## config.mk

```make
export PLATFORM = sky130hd
export DESIGN_NAME = frame_stats
export DESIGN_NICKNAME = d
export VERILOG_FILES = /design/src/verilog/frame_stats_pkg.sv /design/src/verilog/pixel_fifo.sv /design/src/verilog/frame_stats.sv
export SDC_FILE = /design/constraint.sdc
export NUM_CORES = 1
export LEC_CHECK = 0
export ABC_AREA = 1
export BUFFER_PORTS_ARGS = -buffer_cell sky130_fd_sc_hd__buf_2
export CORE_ASPECT_RATIO = 0.7
export CORE_MARGIN = 2
export CORE_UTILIZATION = 55
export CTS_CLUSTER_DIAMETER = 150
export CTS_CLUSTER_SIZE = 40
export DETAILED_ROUTE_END_ITERATION = 10
export PLACE_DENSITY = 0.84
export SLEW_MARGIN = 15
export SYNTH_ARGS = -nofsm -noshare
export SYNTH_HDL_FRONTEND = slang
export SYNTH_SLANG_ARGS = --single-unit
```

## constraint.sdc

```tcl
create_clock -name sys_clk -period 9.74 [get_ports sys_clk]
set_clock_uncertainty 0.15 [all_clocks]
set_input_delay 0.487 -clock sys_clk [delete_from_list [all_inputs] [get_ports sys_clk]]
set_output_delay 0.487 -clock sys_clk [all_outputs]
set_load 0.02 [all_outputs]
```

## src/verilog/frame_stats_pkg.sv

```systemverilog
// constants, types and helpers shared by the frame statistics block
//------------------------------------------------------------------------------
// Overview of operation
// exposure is a 16-bit cycle count split over high and low byte registers
// host reads exposure high byte then low byte back to back
// exposure adapts each frame to keep average and peak pixel in range
// peak register takes the largest pixel of each frame, 0 to 254
// lowest register takes the smallest pixel of each frame, 0 to 254
// all pixels summed in 17 bits; top eight bits refreshed each frame
// intensity total equals full sum divided by 512
// intensity total spans 0 up to 241
// host computes average as total times 512 over 484
// capture port loads one array pixel per frame while the pixel ready flag is clear
// any write to capture port restarts readout at pixel 0,0
// pixel ready flag rises when capture data is valid; host polls it
// each capture read with the pixel ready flag set advances the readout pointer by itself
// readout never stops; pointer wraps to first pixel and flags it
// pixel ready flag reads 1 with capture byte present, else 0
// first pixel flag reads 1 when capture data is from pixel 0,0
// index maps column-major to 22x22: quotient column, remainder row
//------------------------------------------------------------------------------
package frame_stats_pkg;

   //---------------------------------------------------------------------------
   // register map
   //---------------------------------------------------------------------------
   localparam int unsigned ADDR_W = 7;
   localparam logic [6:0] ADDR_EXPOSURE_UPPER = 7'h06;
   localparam logic [6:0] ADDR_EXPOSURE_LOWER = 7'h07;
   localparam logic [6:0] ADDR_PEAK_PIXEL = 7'h08;
   localparam logic [6:0] ADDR_INTENSITY_TOTAL = 7'h09;
   localparam logic [6:0] ADDR_LOWEST_PIXEL = 7'h0a;
   localparam logic [6:0] ADDR_CAPTURE_PORT = 7'h0b;
   localparam logic [7:0] UNMAPPED_READ = 8'h00;

   //---------------------------------------------------------------------------
   // reset values
   //---------------------------------------------------------------------------
   localparam logic [15:0] RST_EXPOSURE = 16'h0064;
   localparam logic [7:0] RST_PEAK_PIXEL = 8'hd0;
   localparam logic [7:0] RST_INTENSITY_TOTAL = 8'h80;
   localparam logic [7:0] RST_LOWEST_PIXEL = 8'h00;
   localparam logic [7:0] RST_CAPTURE = 8'h00;
   localparam logic [7:0] RST_RUN_MIN = 8'hff;

   //---------------------------------------------------------------------------
   // array geometry and statistics widths
   //---------------------------------------------------------------------------
   localparam int unsigned ARRAY_DIM = 22;
   localparam int unsigned PIXEL_COUNT = 484;
   localparam logic [8:0] LAST_INDEX = 9'h1e3;
   localparam logic [7:0] PIXEL_MAX = 8'hfe;
   localparam int unsigned SUM_W = 17;
   localparam int unsigned SUM_SHIFT = 9;
   localparam int unsigned FIFO_DEPTH = 8;

   //---------------------------------------------------------------------------
   // exposure control loop
   //---------------------------------------------------------------------------
   localparam logic [7:0] PEAK_HIGH = 8'hf0;
   localparam logic [7:0] PEAK_LOW = 8'h80;
   localparam logic [7:0] TOTAL_HIGH = 8'ha0;
   localparam logic [7:0] TOTAL_LOW = 8'h40;
   localparam logic [15:0] EXPOSURE_MIN = 16'h0010;
   localparam logic [15:0] EXPOSURE_MAX = 16'hfff0;
   localparam int unsigned EXPOSURE_SHIFT = 3;

   //---------------------------------------------------------------------------
   // types
   //---------------------------------------------------------------------------
   typedef struct packed {
      logic sof;
      logic [7:0] value;
   } pix_beat_t;

   typedef struct packed {
      logic rd;
      logic wr;
      logic [6:0] addr;
      logic [7:0] wdata;
   } reg_req_t;

   typedef struct packed {
      logic [4:0] col;
      logic [4:0] row;
   } coord_t;

   typedef enum logic [1:0] {
      ST_ACCUM = 2'b01,
      ST_PUBLISH = 2'b10
   } stats_fsm_t;

   //---------------------------------------------------------------------------
   // helpers
   //---------------------------------------------------------------------------
   // column-major mapping of a linear pixel index
   function automatic coord_t pixel_coord(input logic [8:0] idx);
      coord_t c;
      logic [8:0] q;
      logic [8:0] r;
      q = idx / 9'(ARRAY_DIM);
      r = idx % 9'(ARRAY_DIM);
      c.col = q[4:0];
      c.row = r[4:0];
      return c;
   endfunction

endpackage

```

## src/verilog/pixel_fifo.sv

```systemverilog
// parameterised valid/ready fifo for the pixel stream
`timescale 1ns/1ps
module pixel_fifo
   import frame_stats_pkg::*;
#(
   parameter int unsigned WIDTH = 9,
   parameter int unsigned DEPTH = 8
) (
   input wire logic sys_clk,
   input wire logic arst_n,
   input wire logic [WIDTH-1:0] in_data,
   input wire logic in_valid,
   output logic in_ready,
   output logic [WIDTH-1:0] out_data,
   output logic out_valid,
   input wire logic out_ready
);

   localparam int unsigned PW = (DEPTH > 1) ? $clog2(DEPTH) : 1;

   // refuse depths the pointer wrap cannot serve
   if (DEPTH < 2 || WIDTH < 1) begin : g_bad_param
      $error("pixel_fifo needs DEPTH >= 2 and WIDTH >= 1");
   end

   typedef struct packed {
      logic [DEPTH-1:0][WIDTH-1:0] mem;
      logic [PW-1:0] wr_ptr;
      logic [PW-1:0] rd_ptr;
      logic has_room;
      logic has_data;
   } fifo_state_t;

   fifo_state_t st;
   fifo_state_t next_st;

   function automatic logic [PW-1:0] ptr_inc(input logic [PW-1:0] p);
      return (p == PW'(DEPTH - 1)) ? '0 : p + 1'b1;
   endfunction

   // room and data are kept as flops so both ready and valid leave glitch-free
   always_comb begin
      logic push;
      logic pop;
      push = 1'b0;
      pop = 1'b0;
      next_st = st;
      push = in_valid && st.has_room;
      pop = out_ready && st.has_data;
      if (push) begin
         next_st.mem[st.wr_ptr] = in_data;
         next_st.wr_ptr = ptr_inc(st.wr_ptr);
      end
      if (pop) begin
         next_st.rd_ptr = ptr_inc(st.rd_ptr);
      end
      if (push && !pop) begin
         next_st.has_data = 1'b1;
         next_st.has_room = (ptr_inc(st.wr_ptr) != st.rd_ptr);
      end else if (pop && !push) begin
         next_st.has_room = 1'b1;
         next_st.has_data = (ptr_inc(st.rd_ptr) != st.wr_ptr);
      end
   end

   always_ff @(posedge sys_clk or negedge arst_n) begin
      if (!arst_n) begin
         st <= '{mem: '0, wr_ptr: '0, rd_ptr: '0, has_room: 1'b1, has_data: 1'b0};
      end else begin
         st <= next_st;
      end
   end

   assign in_ready = st.has_room;
   assign out_valid = st.has_data;
   assign out_data = st.mem[st.rd_ptr];

endmodule

```

## src/verilog/frame_stats.sv

```systemverilog
// per-frame pixel statistics, auto exposure and test pixel capture port
`timescale 1ns/1ps
module frame_stats
   import frame_stats_pkg::*;
#(
   parameter int unsigned BUF_DEPTH = FIFO_DEPTH
) (
   input wire logic sys_clk,
   input wire logic arst_n,
   // pixel stream from the array readout
   input wire pix_beat_t pix_in,
   input wire logic pix_in_valid,
   output logic pix_in_ready,
   // decoded register accesses from the serial port
   input wire reg_req_t reg_req,
   output logic [7:0] reg_rdata,
   output logic reg_rvalid,
   // status bits for the motion status register
   output logic pixel_ready_flag,
   output logic first_pixel_flag,
   // live exposure and capture position
   output logic [15:0] exposure_value,
   output coord_t capture_coord
);

   //---------------------------------------------------------------------------
   // elaboration checks
   //---------------------------------------------------------------------------
   if (BUF_DEPTH < 2) begin : g_bad_depth
      $error("frame_stats needs BUF_DEPTH >= 2");
   end

   //---------------------------------------------------------------------------
   // state
   //---------------------------------------------------------------------------
   typedef struct packed {
      stats_fsm_t fsm;
      logic [8:0] idx;
      logic [SUM_W-1:0] sum;
      logic [7:0] run_max;
      logic [7:0] run_min;
      logic [7:0] peak;
      logic [7:0] lowest;
      logic [7:0] total;
      logic [15:0] exposure;
      logic [7:0] lower_snap;
      logic snap_ok;
      logic [7:0] capture;
      logic [8:0] ptr;
      logic ready;
      logic first;
      coord_t coord;
      logic [7:0] rdata;
      logic rvalid;
   } stats_state_t;

   stats_state_t st;
   stats_state_t next_st;

   //---------------------------------------------------------------------------
   // input buffering
   //---------------------------------------------------------------------------
   // the buffer absorbs the stream while the publish cycle stalls the drain
   pix_beat_t fifo_beat;
   logic fifo_valid;
   logic fifo_ready;
   logic fifo_in_ready;

   pixel_fifo #(
      .WIDTH($bits(pix_beat_t)),
      .DEPTH(BUF_DEPTH)
   ) u_fifo (
      .sys_clk(sys_clk),
      .arst_n(arst_n),
      .in_data(pix_in),
      .in_valid(pix_in_valid),
      .in_ready(fifo_in_ready),
      .out_data(fifo_beat),
      .out_valid(fifo_valid),
      .out_ready(fifo_ready)
   );

   assign fifo_ready = (st.fsm == ST_ACCUM);

   //---------------------------------------------------------------------------
   // exposure control
   //---------------------------------------------------------------------------
   // proportional step of one eighth, never less than one cycle, clamped
   function automatic logic [15:0] exposure_adjust(
      input logic [15:0] expo,
      input logic [7:0] peak,
      input logic [7:0] total
   );
      logic [15:0] step;
      logic [15:0] res;
      step = expo >> EXPOSURE_SHIFT;
      res = expo;
      if (step == 16'h0000) begin
         step = 16'h0001;
      end
      if (peak > PEAK_HIGH || total > TOTAL_HIGH) begin
         res = (expo > EXPOSURE_MIN + step) ? expo - step : EXPOSURE_MIN;
      end else if (peak < PEAK_LOW && total < TOTAL_LOW) begin
         res = (expo < EXPOSURE_MAX - step) ? expo + step : EXPOSURE_MAX;
      end
      return res;
   endfunction

   //---------------------------------------------------------------------------
   // next state
   //---------------------------------------------------------------------------
   always_comb begin
      logic take;
      logic [8:0] idx;
      logic [7:0] clamped;
      logic [8:0] ptr_next;
      take = 1'b0;
      idx = 9'h000;
      clamped = 8'h00;
      ptr_next = 9'h000;
      next_st = st;
      next_st.rvalid = 1'b0;

      take = (st.fsm == ST_ACCUM) && fifo_valid;
      // a start-of-frame beat resynchronises the index
      idx = fifo_beat.sof ? 9'h000 : st.idx;
      // peak and lowest never report the saturated code
      clamped = (fifo_beat.value > PIXEL_MAX) ? PIXEL_MAX : fifo_beat.value;

      unique case (st.fsm)
         ST_ACCUM: begin
            if (take) begin
               if (idx == 9'h000) begin
                  next_st.sum = SUM_W'(fifo_beat.value);
                  next_st.run_max = clamped;
                  next_st.run_min = clamped;
               end else begin
                  next_st.sum = st.sum + SUM_W'(fifo_beat.value);
                  next_st.run_max = (clamped > st.run_max) ? clamped : st.run_max;
                  next_st.run_min = (clamped < st.run_min) ? clamped : st.run_min;
               end
               // one pixel per frame lands in the capture port, only while the ready flag is clear
               if (!st.ready && idx == st.ptr) begin
                  next_st.capture = fifo_beat.value;
                  next_st.ready = 1'b1;
               end
               if (idx == LAST_INDEX) begin
                  next_st.idx = 9'h000;
                  next_st.fsm = ST_PUBLISH;
               end else begin
                  next_st.idx = idx + 9'h001;
               end
            end
         end
         ST_PUBLISH: begin
            // one stalled cycle publishes the finished frame
            next_st.peak = st.run_max;
            next_st.lowest = st.run_min;
            // 17-bit sum over 512; 484 pixels of 255 top out at 241
            next_st.total = st.sum[SUM_W-1:SUM_SHIFT];
            next_st.exposure = exposure_adjust(st.exposure, st.run_max,
                                               st.sum[SUM_W-1:SUM_SHIFT]);
            next_st.fsm = ST_ACCUM;
         end
      endcase

      // register reads, answered one cycle later
      if (reg_req.rd) begin
         next_st.rvalid = 1'b1;
         next_st.snap_ok = 1'b0;
         unique case (reg_req.addr)
            ADDR_EXPOSURE_UPPER: begin
               // freeze the low byte so the pair reads coherently
               next_st.rdata = st.exposure[15:8];
               next_st.lower_snap = st.exposure[7:0];
               next_st.snap_ok = 1'b1;
            end
            ADDR_EXPOSURE_LOWER: begin
               next_st.rdata = st.snap_ok ? st.lower_snap : st.exposure[7:0];
            end
            ADDR_PEAK_PIXEL: begin
               next_st.rdata = st.peak;
            end
            ADDR_INTENSITY_TOTAL: begin
               next_st.rdata = st.total;
            end
            ADDR_LOWEST_PIXEL: begin
               next_st.rdata = st.lowest;
            end
            ADDR_CAPTURE_PORT: begin
               next_st.rdata = st.capture;
               // a read without valid data leaves the pointer alone
               if (st.ready) begin
                  ptr_next = (st.ptr == LAST_INDEX) ? 9'h000 : st.ptr + 9'h001;
                  next_st.ptr = ptr_next;
                  next_st.ready = 1'b0;
                  next_st.first = (ptr_next == 9'h000);
                  next_st.coord = pixel_coord(ptr_next);
               end
            end
            default: begin
               next_st.rdata = UNMAPPED_READ;
            end
         endcase
      end

      // any write to the capture port restarts the readout; it overrides a same-cycle load
      if (reg_req.wr && reg_req.addr == ADDR_CAPTURE_PORT) begin
         next_st.ptr = 9'h000;
         next_st.ready = 1'b0;
         next_st.first = 1'b1;
         next_st.coord = pixel_coord(9'h000);
      end
   end

   //---------------------------------------------------------------------------
   // registers
   //---------------------------------------------------------------------------
   always_ff @(posedge sys_clk or negedge arst_n) begin
      if (!arst_n) begin
         st <= '{fsm: ST_ACCUM,
                 idx: 9'h000,
                 sum: '0,
                 run_max: 8'h00,
                 run_min: RST_RUN_MIN,
                 peak: RST_PEAK_PIXEL,
                 lowest: RST_LOWEST_PIXEL,
                 total: RST_INTENSITY_TOTAL,
                 exposure: RST_EXPOSURE,
                 lower_snap: 8'h00,
                 snap_ok: 1'b0,
                 capture: RST_CAPTURE,
                 ptr: 9'h000,
                 ready: 1'b0,
                 first: 1'b1,
                 coord: '0,
                 rdata: 8'h00,
                 rvalid: 1'b0};
      end else begin
         st <= next_st;
      end
   end

   //---------------------------------------------------------------------------
   // outputs, all straight from flops
   //---------------------------------------------------------------------------
   assign pix_in_ready = fifo_in_ready;
   assign reg_rdata = st.rdata;
   assign reg_rvalid = st.rvalid;
   assign pixel_ready_flag = st.ready;
   assign first_pixel_flag = st.first;
   assign exposure_value = st.exposure;
   assign capture_coord = st.coord;

endmodule

```

Yosys cells after proc, flatten, opt, wreduce, memory -nomap -nowiden
Cells that the tools add are included.
Word-level totals
  bits in latches: 0
  output and inout port bits: 38
  input port bits: 29
  RAM bits: 0
  memories kept: 0
  register bits: 211
  logic and storage cells: 136
  memory bits (read-only): 0
Operators by class
  mux-type cells: 35
  add/subtract/negate cells: 9
  eq/ne operators: 17
  bitwise operators: 0
  multipliers: 0
  $lt $le $gt $ge: 12
  div/mod/pow operators: 2
  shift-type cells: 0
  reductions and logical operators: 30
Operators by type and width (number)
  $mux 16: 5
  $bwmux 72: 1
  $mux 21: 3
  $pmux 8 s6: 1
  $mux 9: 5
  $mux 44: 1
  $mux 33: 1
  $mux 8: 4
  $mux 30: 1
  $eq 7x4->1 const B: 4
  $bmux 9 s3: 1
  $demux 9 s3: 1
  $gt 8x8->1 const B: 3
  $add 9x1->9 const B: 2
  $eq 9x9->1 const B: 2
  $logic_not 9->1: 2
  $add 17x8->17: 1
  $add 16x16->16: 1
  $add 5x16->16 const A: 1
  $gt 16x16->1: 1
  $logic_not 16->1: 1
  $lt 16x16->1: 1
  $sub 16x16->16: 1
  $sub 16x16->16 const A: 1
  27 further kinds: 60

Depth between registers and ports, before layout
  depth after elaboration: 12
  gate-level depth with buffers: 36
  gate-level depth less buffers: 36

By module
A second synthesis with hierarchy kept.
Unflattened totals
  cells, all modules: 1790
  area, all modules: 13789.5 um^2
By module, submodules not included
  frame_stats: times used 1, sequential area each 3274.4 um^2, cells each 1284, area an instance 9636.7 um^2
  pixel_fifo: times used 1, sequential area each 2003.2 um^2, cells each 506, area an instance 4152.7 um^2

Least setup slack after synthesis
OpenSTA, ideal clock, no wires.
  path kind: flip-flop to flip-flop
  start: register st (netlist bit exposure_value[7])
  end: register st (netlist bit exposure_value[14])
  stages on the path, launching flop included: 31
  setup time: 0.087 ns
  path slack: 5.676 ns
  clock period less this slack: 4.064 ns
  required time: 9.503 ns
  arrival: 3.827 ns
  path buffers: 0
  cells stage by stage: dfrtp_1 -> inv_1 -> ha_1 -> nand4_1 -> nor3_1 -> nor2_1 -> inv_1 -> ha_1 -> inv_1 -> fa_1 -> a21oi_1 -> nor2_1 -> nor2_1 -> o21ai_0 -> inv_1 -> nor2_1 -> nor2_1 -> o21ai_0 -> inv_1 -> nor2_1 -> nor2_1 -> nor2_1 -> o21ai_0 -> nand2_1 -> a21o_1 -> nand2_1 -> inv_1 -> nor3_1 -> xor2_1 -> a21oi_1 -> a22oi_1
On the way
  cells in the longest elaborated chain, start to end: 8
  elaborated cells between the ends (all ways): 13
  those cells by class: 4 x add/sub; 2 x order compare; 6 x mux; 1 x reduce/logical
RTL lines
  start, declared: line frame_stats.sv:57  | stats_state_t st;
  start signal, assigned: line frame_stats.sv:221  | st <= '{fsm: ST_ACCUM,
  start signal, assigned: line frame_stats.sv:240  | st <= next_st;
  $logic_not 16->1: line frame_stats.sv:98  | if (step == 16'h0000) begin
  $mux 13: line frame_stats.sv:98
  $mux 16: line frame_stats.sv:130  | unique case (st.fsm)
  $sub 16x16->16: line frame_stats.sv:104  | res = (expo < EXPOSURE_MAX - step) ? expo + step : EXPOSURE_MAX;
  $lt 16x16->1: line frame_stats.sv:104
  $mux 16: line frame_stats.sv:104
  $mux 16: line frame_stats.sv:103  | end else if (peak < PEAK_LOW && total < TOTAL_LOW) begin
  $mux 16 (*): line frame_stats.sv:101  | if (peak > PEAK_HIGH || total > TOTAL_HIGH) begin
Every way passes the cells marked *; elsewhere a longest branch is shown, timed or not. The select of a mux whose other input is x is not followed.
A chain may end at the register's enable or synchronous reset.

Final worst setup path
Same ends and word-level chain as after synthesis.

==> results.txt <==
CTS tree -> yes
# rows -> 47
Yosys warns -> 0
Pins Over Slew Limit -> 0
Main flop type after synthesis -> dfrtp_1
Met2 GRT Util -> 39.2%
Total nets after synthesis -> 1,813
FF-to-FF End -> exposure_value[14]$_DFFE_PN0P_
Worst Hold Path Cells -> 1
Fillers -> 2,052
Post-DP HPWL -> 23,600 um
Sink Count -> 210
Hold/Removal Path Class -> input pin to flop
Worst-path fanout max -> 8
Port Buffer Count -> 58
Worst slew margin relative to its limit -> 28.5%
Gate count of the mapped netlist -> 1,696
Async SR Flop Fraction -> 100%
Reg2reg path depth -> 30
Clk root buf -> clkbuf_16
Power per cell area -> 186 nW/um^2
Grt ovf -> 0
Vias in the first global route -> 10.8k
Die ar. -> 25,400 sq um
Min Tclk post-route -> 5.16 ns
Detailed Route WL -> 32,600 um
Wirelength per Cell -> 16.3 um
Worst Max-Slew Pin Slew -> 1.06 ns
First-pass GRT wire length -> 53,900 um
Total power -> 2.58 mW
Post-Syn Area -> 13,300 sq um
P&R area growth vs syn -> 4.42%
Yosys top cell area share -> 36.2%
Synth area leader -> dfrtp_1
Seq cells post-synth -> 210
Antenna fix cells -> 0
Most common library cells after synthesis -> nand2_1 (312), o21ai_0 (239), dfrtp_1 (192)
GR Layer Usage met1 -> 39.1%
Total GRT Usage -> 25.8%
CTS H-tree lvls -> 1
DRT Pass-1 Iters -> 7
Fmax -> 194 MHz
Die Height -> 134 um
Slowest CP cell -> dfrtp_1
Hold Slack -> 0.106 ns
Fin util -> 58.6%
Hold Vio Cnt, Final -> 0
DRC Markers -> 0
Num CTS Buffers -> 9
WP data required -> 10.00 ns
RSZ-0062 raised after global routing -> no
Arr. time, crit path -> 5.42 ns
1st-iter DRT viols -> 1,242
Peak supply drop -> 0.113 mV
Share of post-route cells with drive strength above 1 -> 9.65%
Setup Viol. Count Final -> 0
Leak -> 6.73 nW
Worst R2R Start -> exposure_value[7]$_DFFE_PN0P_
Number of synthesized flops with an enable pin -> 0
Clk Latency, worst-skew pair -> 0.47 ns
Status -> finished clean
Grt met3 use -> 4.76%
Clock slew seen by the registers of the worst setup and hold paths -> 0.15 ns
Most frequent CP cell -> nor2_1
Boundary Pins -> 67
Count leader, synth -> nand2_1
Starting Density -> 56.1%
Core area -> 23,600 sq um
Critical path endpoint category -> flop
Most used routing layer -> met2
Max-cap check violation count -> 0
HP Start -> reg_req[16]
Final Wtd Congestion -> 1.01
R2r setup slk -> 4.58 ns
Synth cell types -> 55
Initial antenna violation count -> 0
CP Launch Type -> flop
Synth Area per Inst -> 7.82 sq um
Vias per inst -> 5.86
Tcrit/Tclk final -> 53.0%
DR vias -> 11.8k
Hold EP -> reg_rvalid$_DFF_PN0_
Clock Path Buffers -> 3
Pin count of the biggest net entering global routing -> 83
Leading post-synthesis cells by cell area -> dfrtp_1 (36%), o21ai_0 (9.0%), nand2_1 (8.8%)
ANT nets after route -> 0
Total Nets Final -> 1,805
Die Width -> 190 um
Post-synthesis sequential area ratio -> 39.8%
Max stage delay on crit path -> 0.50 ns
Setup total negative slack -> 0 ns
CP Class -> flop to flop
## registers in the layout, summed over array words and instances (netlist names)
name and flops:
u_fifo.out_valid 1, first_pixel_flag 1, st 94, exposure_value 16, pixel_ready_flag 1, reg_rvalid 1
reg_rdata 8, u_fifo.st 78, u_fifo.in_ready 1, capture_coord 9
## critical path, delay by kind of cell (launching register included)
kind / cells / cell delay (ns)
AND/OR/NAND/NOR: 13 / 1.62
adder cells (fa/ha/maj): 3 / 0.80
flip-flops: 1 / 0.50
AO/OA/AOI/OAI: 7 / 1.13
buffers and inverters: 6 / 0.69
XOR/XNOR: 1 / 0.19
## cell families after synthesis
| kind of cell | synth area share (%) |
|---|---|
| adders and majority gates | 8.47 |
| and+or+nand+nor | 20.6 |
| xor gates and xnor gates | 2.97 |
| buffers and inverters | 9.01 |
| AOI/OAI and AO/OA | 19.2 |
| DFF | 39.8 |
## timing repair
action / in CTS / in global routing
hold buffers: 1 / 0
gates resized for setup: 0 / 0
endpoints found under the hold margin: 77 / 0
buffers inserted: 0 / 0
endpoints found under the setup margin: 0 / 0
## metal layers
metal  wire length, um  share of wire (%)  vias to the layer above
li1                  -                  -                     5659
met1             15200                 47                     5546
met2             14100                 43                      501
met3              2930                9.0                       50
met4               437                1.3                        0
met5                 0                  0                        -
## placed cells by master (no fill, tap or decap), types with 3 or more instances in the layout
cell	synthesis	layout
nand2_1	312	312
o21ai_0	239	239
dfrtp_1	192	192
inv_1	178	178
nor2_1	147	147
ha_1	85	85
a21oi_1	78	78
nand3_1	65	65
buf_2	4	57
xor2_1	38	38
o22ai_1	25	25
nor3_1	24	24
nand2_2	23	23
dfstp_2	18	18
a31oi_1	16	16
nand4_1	15	15
o221ai_1	13	13
a211oi_1	12	12
a221oi_1	11	11
buf_4	34	11
inv_2	10	10
nor2_2	10	10
o21bai_1	9	9
clkbuf_16	0	9
o21ai_1	7	7
o211ai_1	7	7
xnor2_1	7	7
clkinv_1	6	6
nor4_1	6	6
nor2_4	5	5
nand2_4	5	5
nand3_2	5	5
o31ai_1	4	4
a22oi_1	4	4
a21o_1	3	3
or2_2	3	3
fa_1	3	3
## cell type report
| type | count | area [sq um] | area share, % |
|---|---|---|---|
| sequential | 210 | 5280 | 38.1 |
| timing repair buffer | 70 | 393 | 2.84 |
| inverter | 194 | 728 | 5.26 |
| multi-input combinational | 1203 | 6790 | 49.0 |
| clock inverter | 1 | 30.0 | 0.217 |
| tap | 318 | 398 | 2.87 |
| clock buffer | 11 | 233 | 1.68 |
## worst max-delay path by stage
stage	slack [ns]	end	cells past startpoint	startpoint
after floorplan	5.68	exposure_value[14]$_DFFE_PN0P_	30	exposure_value[7]$_DFFE_PN0P_
after global placement	4.98	exposure_value[14]$_DFFE_PN0P_	30	exposure_value[7]$_DFFE_PN0P_
after detailed placement	4.80	exposure_value[14]$_DFFE_PN0P_	30	exposure_value[7]$_DFFE_PN0P_
after CTS	4.74	exposure_value[14]$_DFFE_PN0P_	30	exposure_value[7]$_DFFE_PN0P_
after global routing	4.25	exposure_value[14]$_DFFE_PN0P_	30	exposure_value[7]$_DFFE_PN0P_
final	4.58	exposure_value[14]$_DFFE_PN0P_	30	exposure_value[7]$_DFFE_PN0P_
## power breakdown
group	internal, mW	switching, mW
sequential	1.04	0.0985
combinational	0.332	0.656
clock	0.178	0.276
## per-stage QoR
| step | setup slack, ns | std cells | instance area (sq um) |
|---|---|---|---|
| CTS | 4.74 | 2007 | 13900 |
| floorplan | 5.68 | 1696 | 13300 |
| global route | 4.25 | 2007 | 13900 |
| finish | 4.58 | 2007 | 13900 |
| detailed placement | 4.80 | 1994 | 13600 |
| global placement | 4.98 | 1994 | 13600 |
No activity file was read; power rests on OpenSTA's default activity.
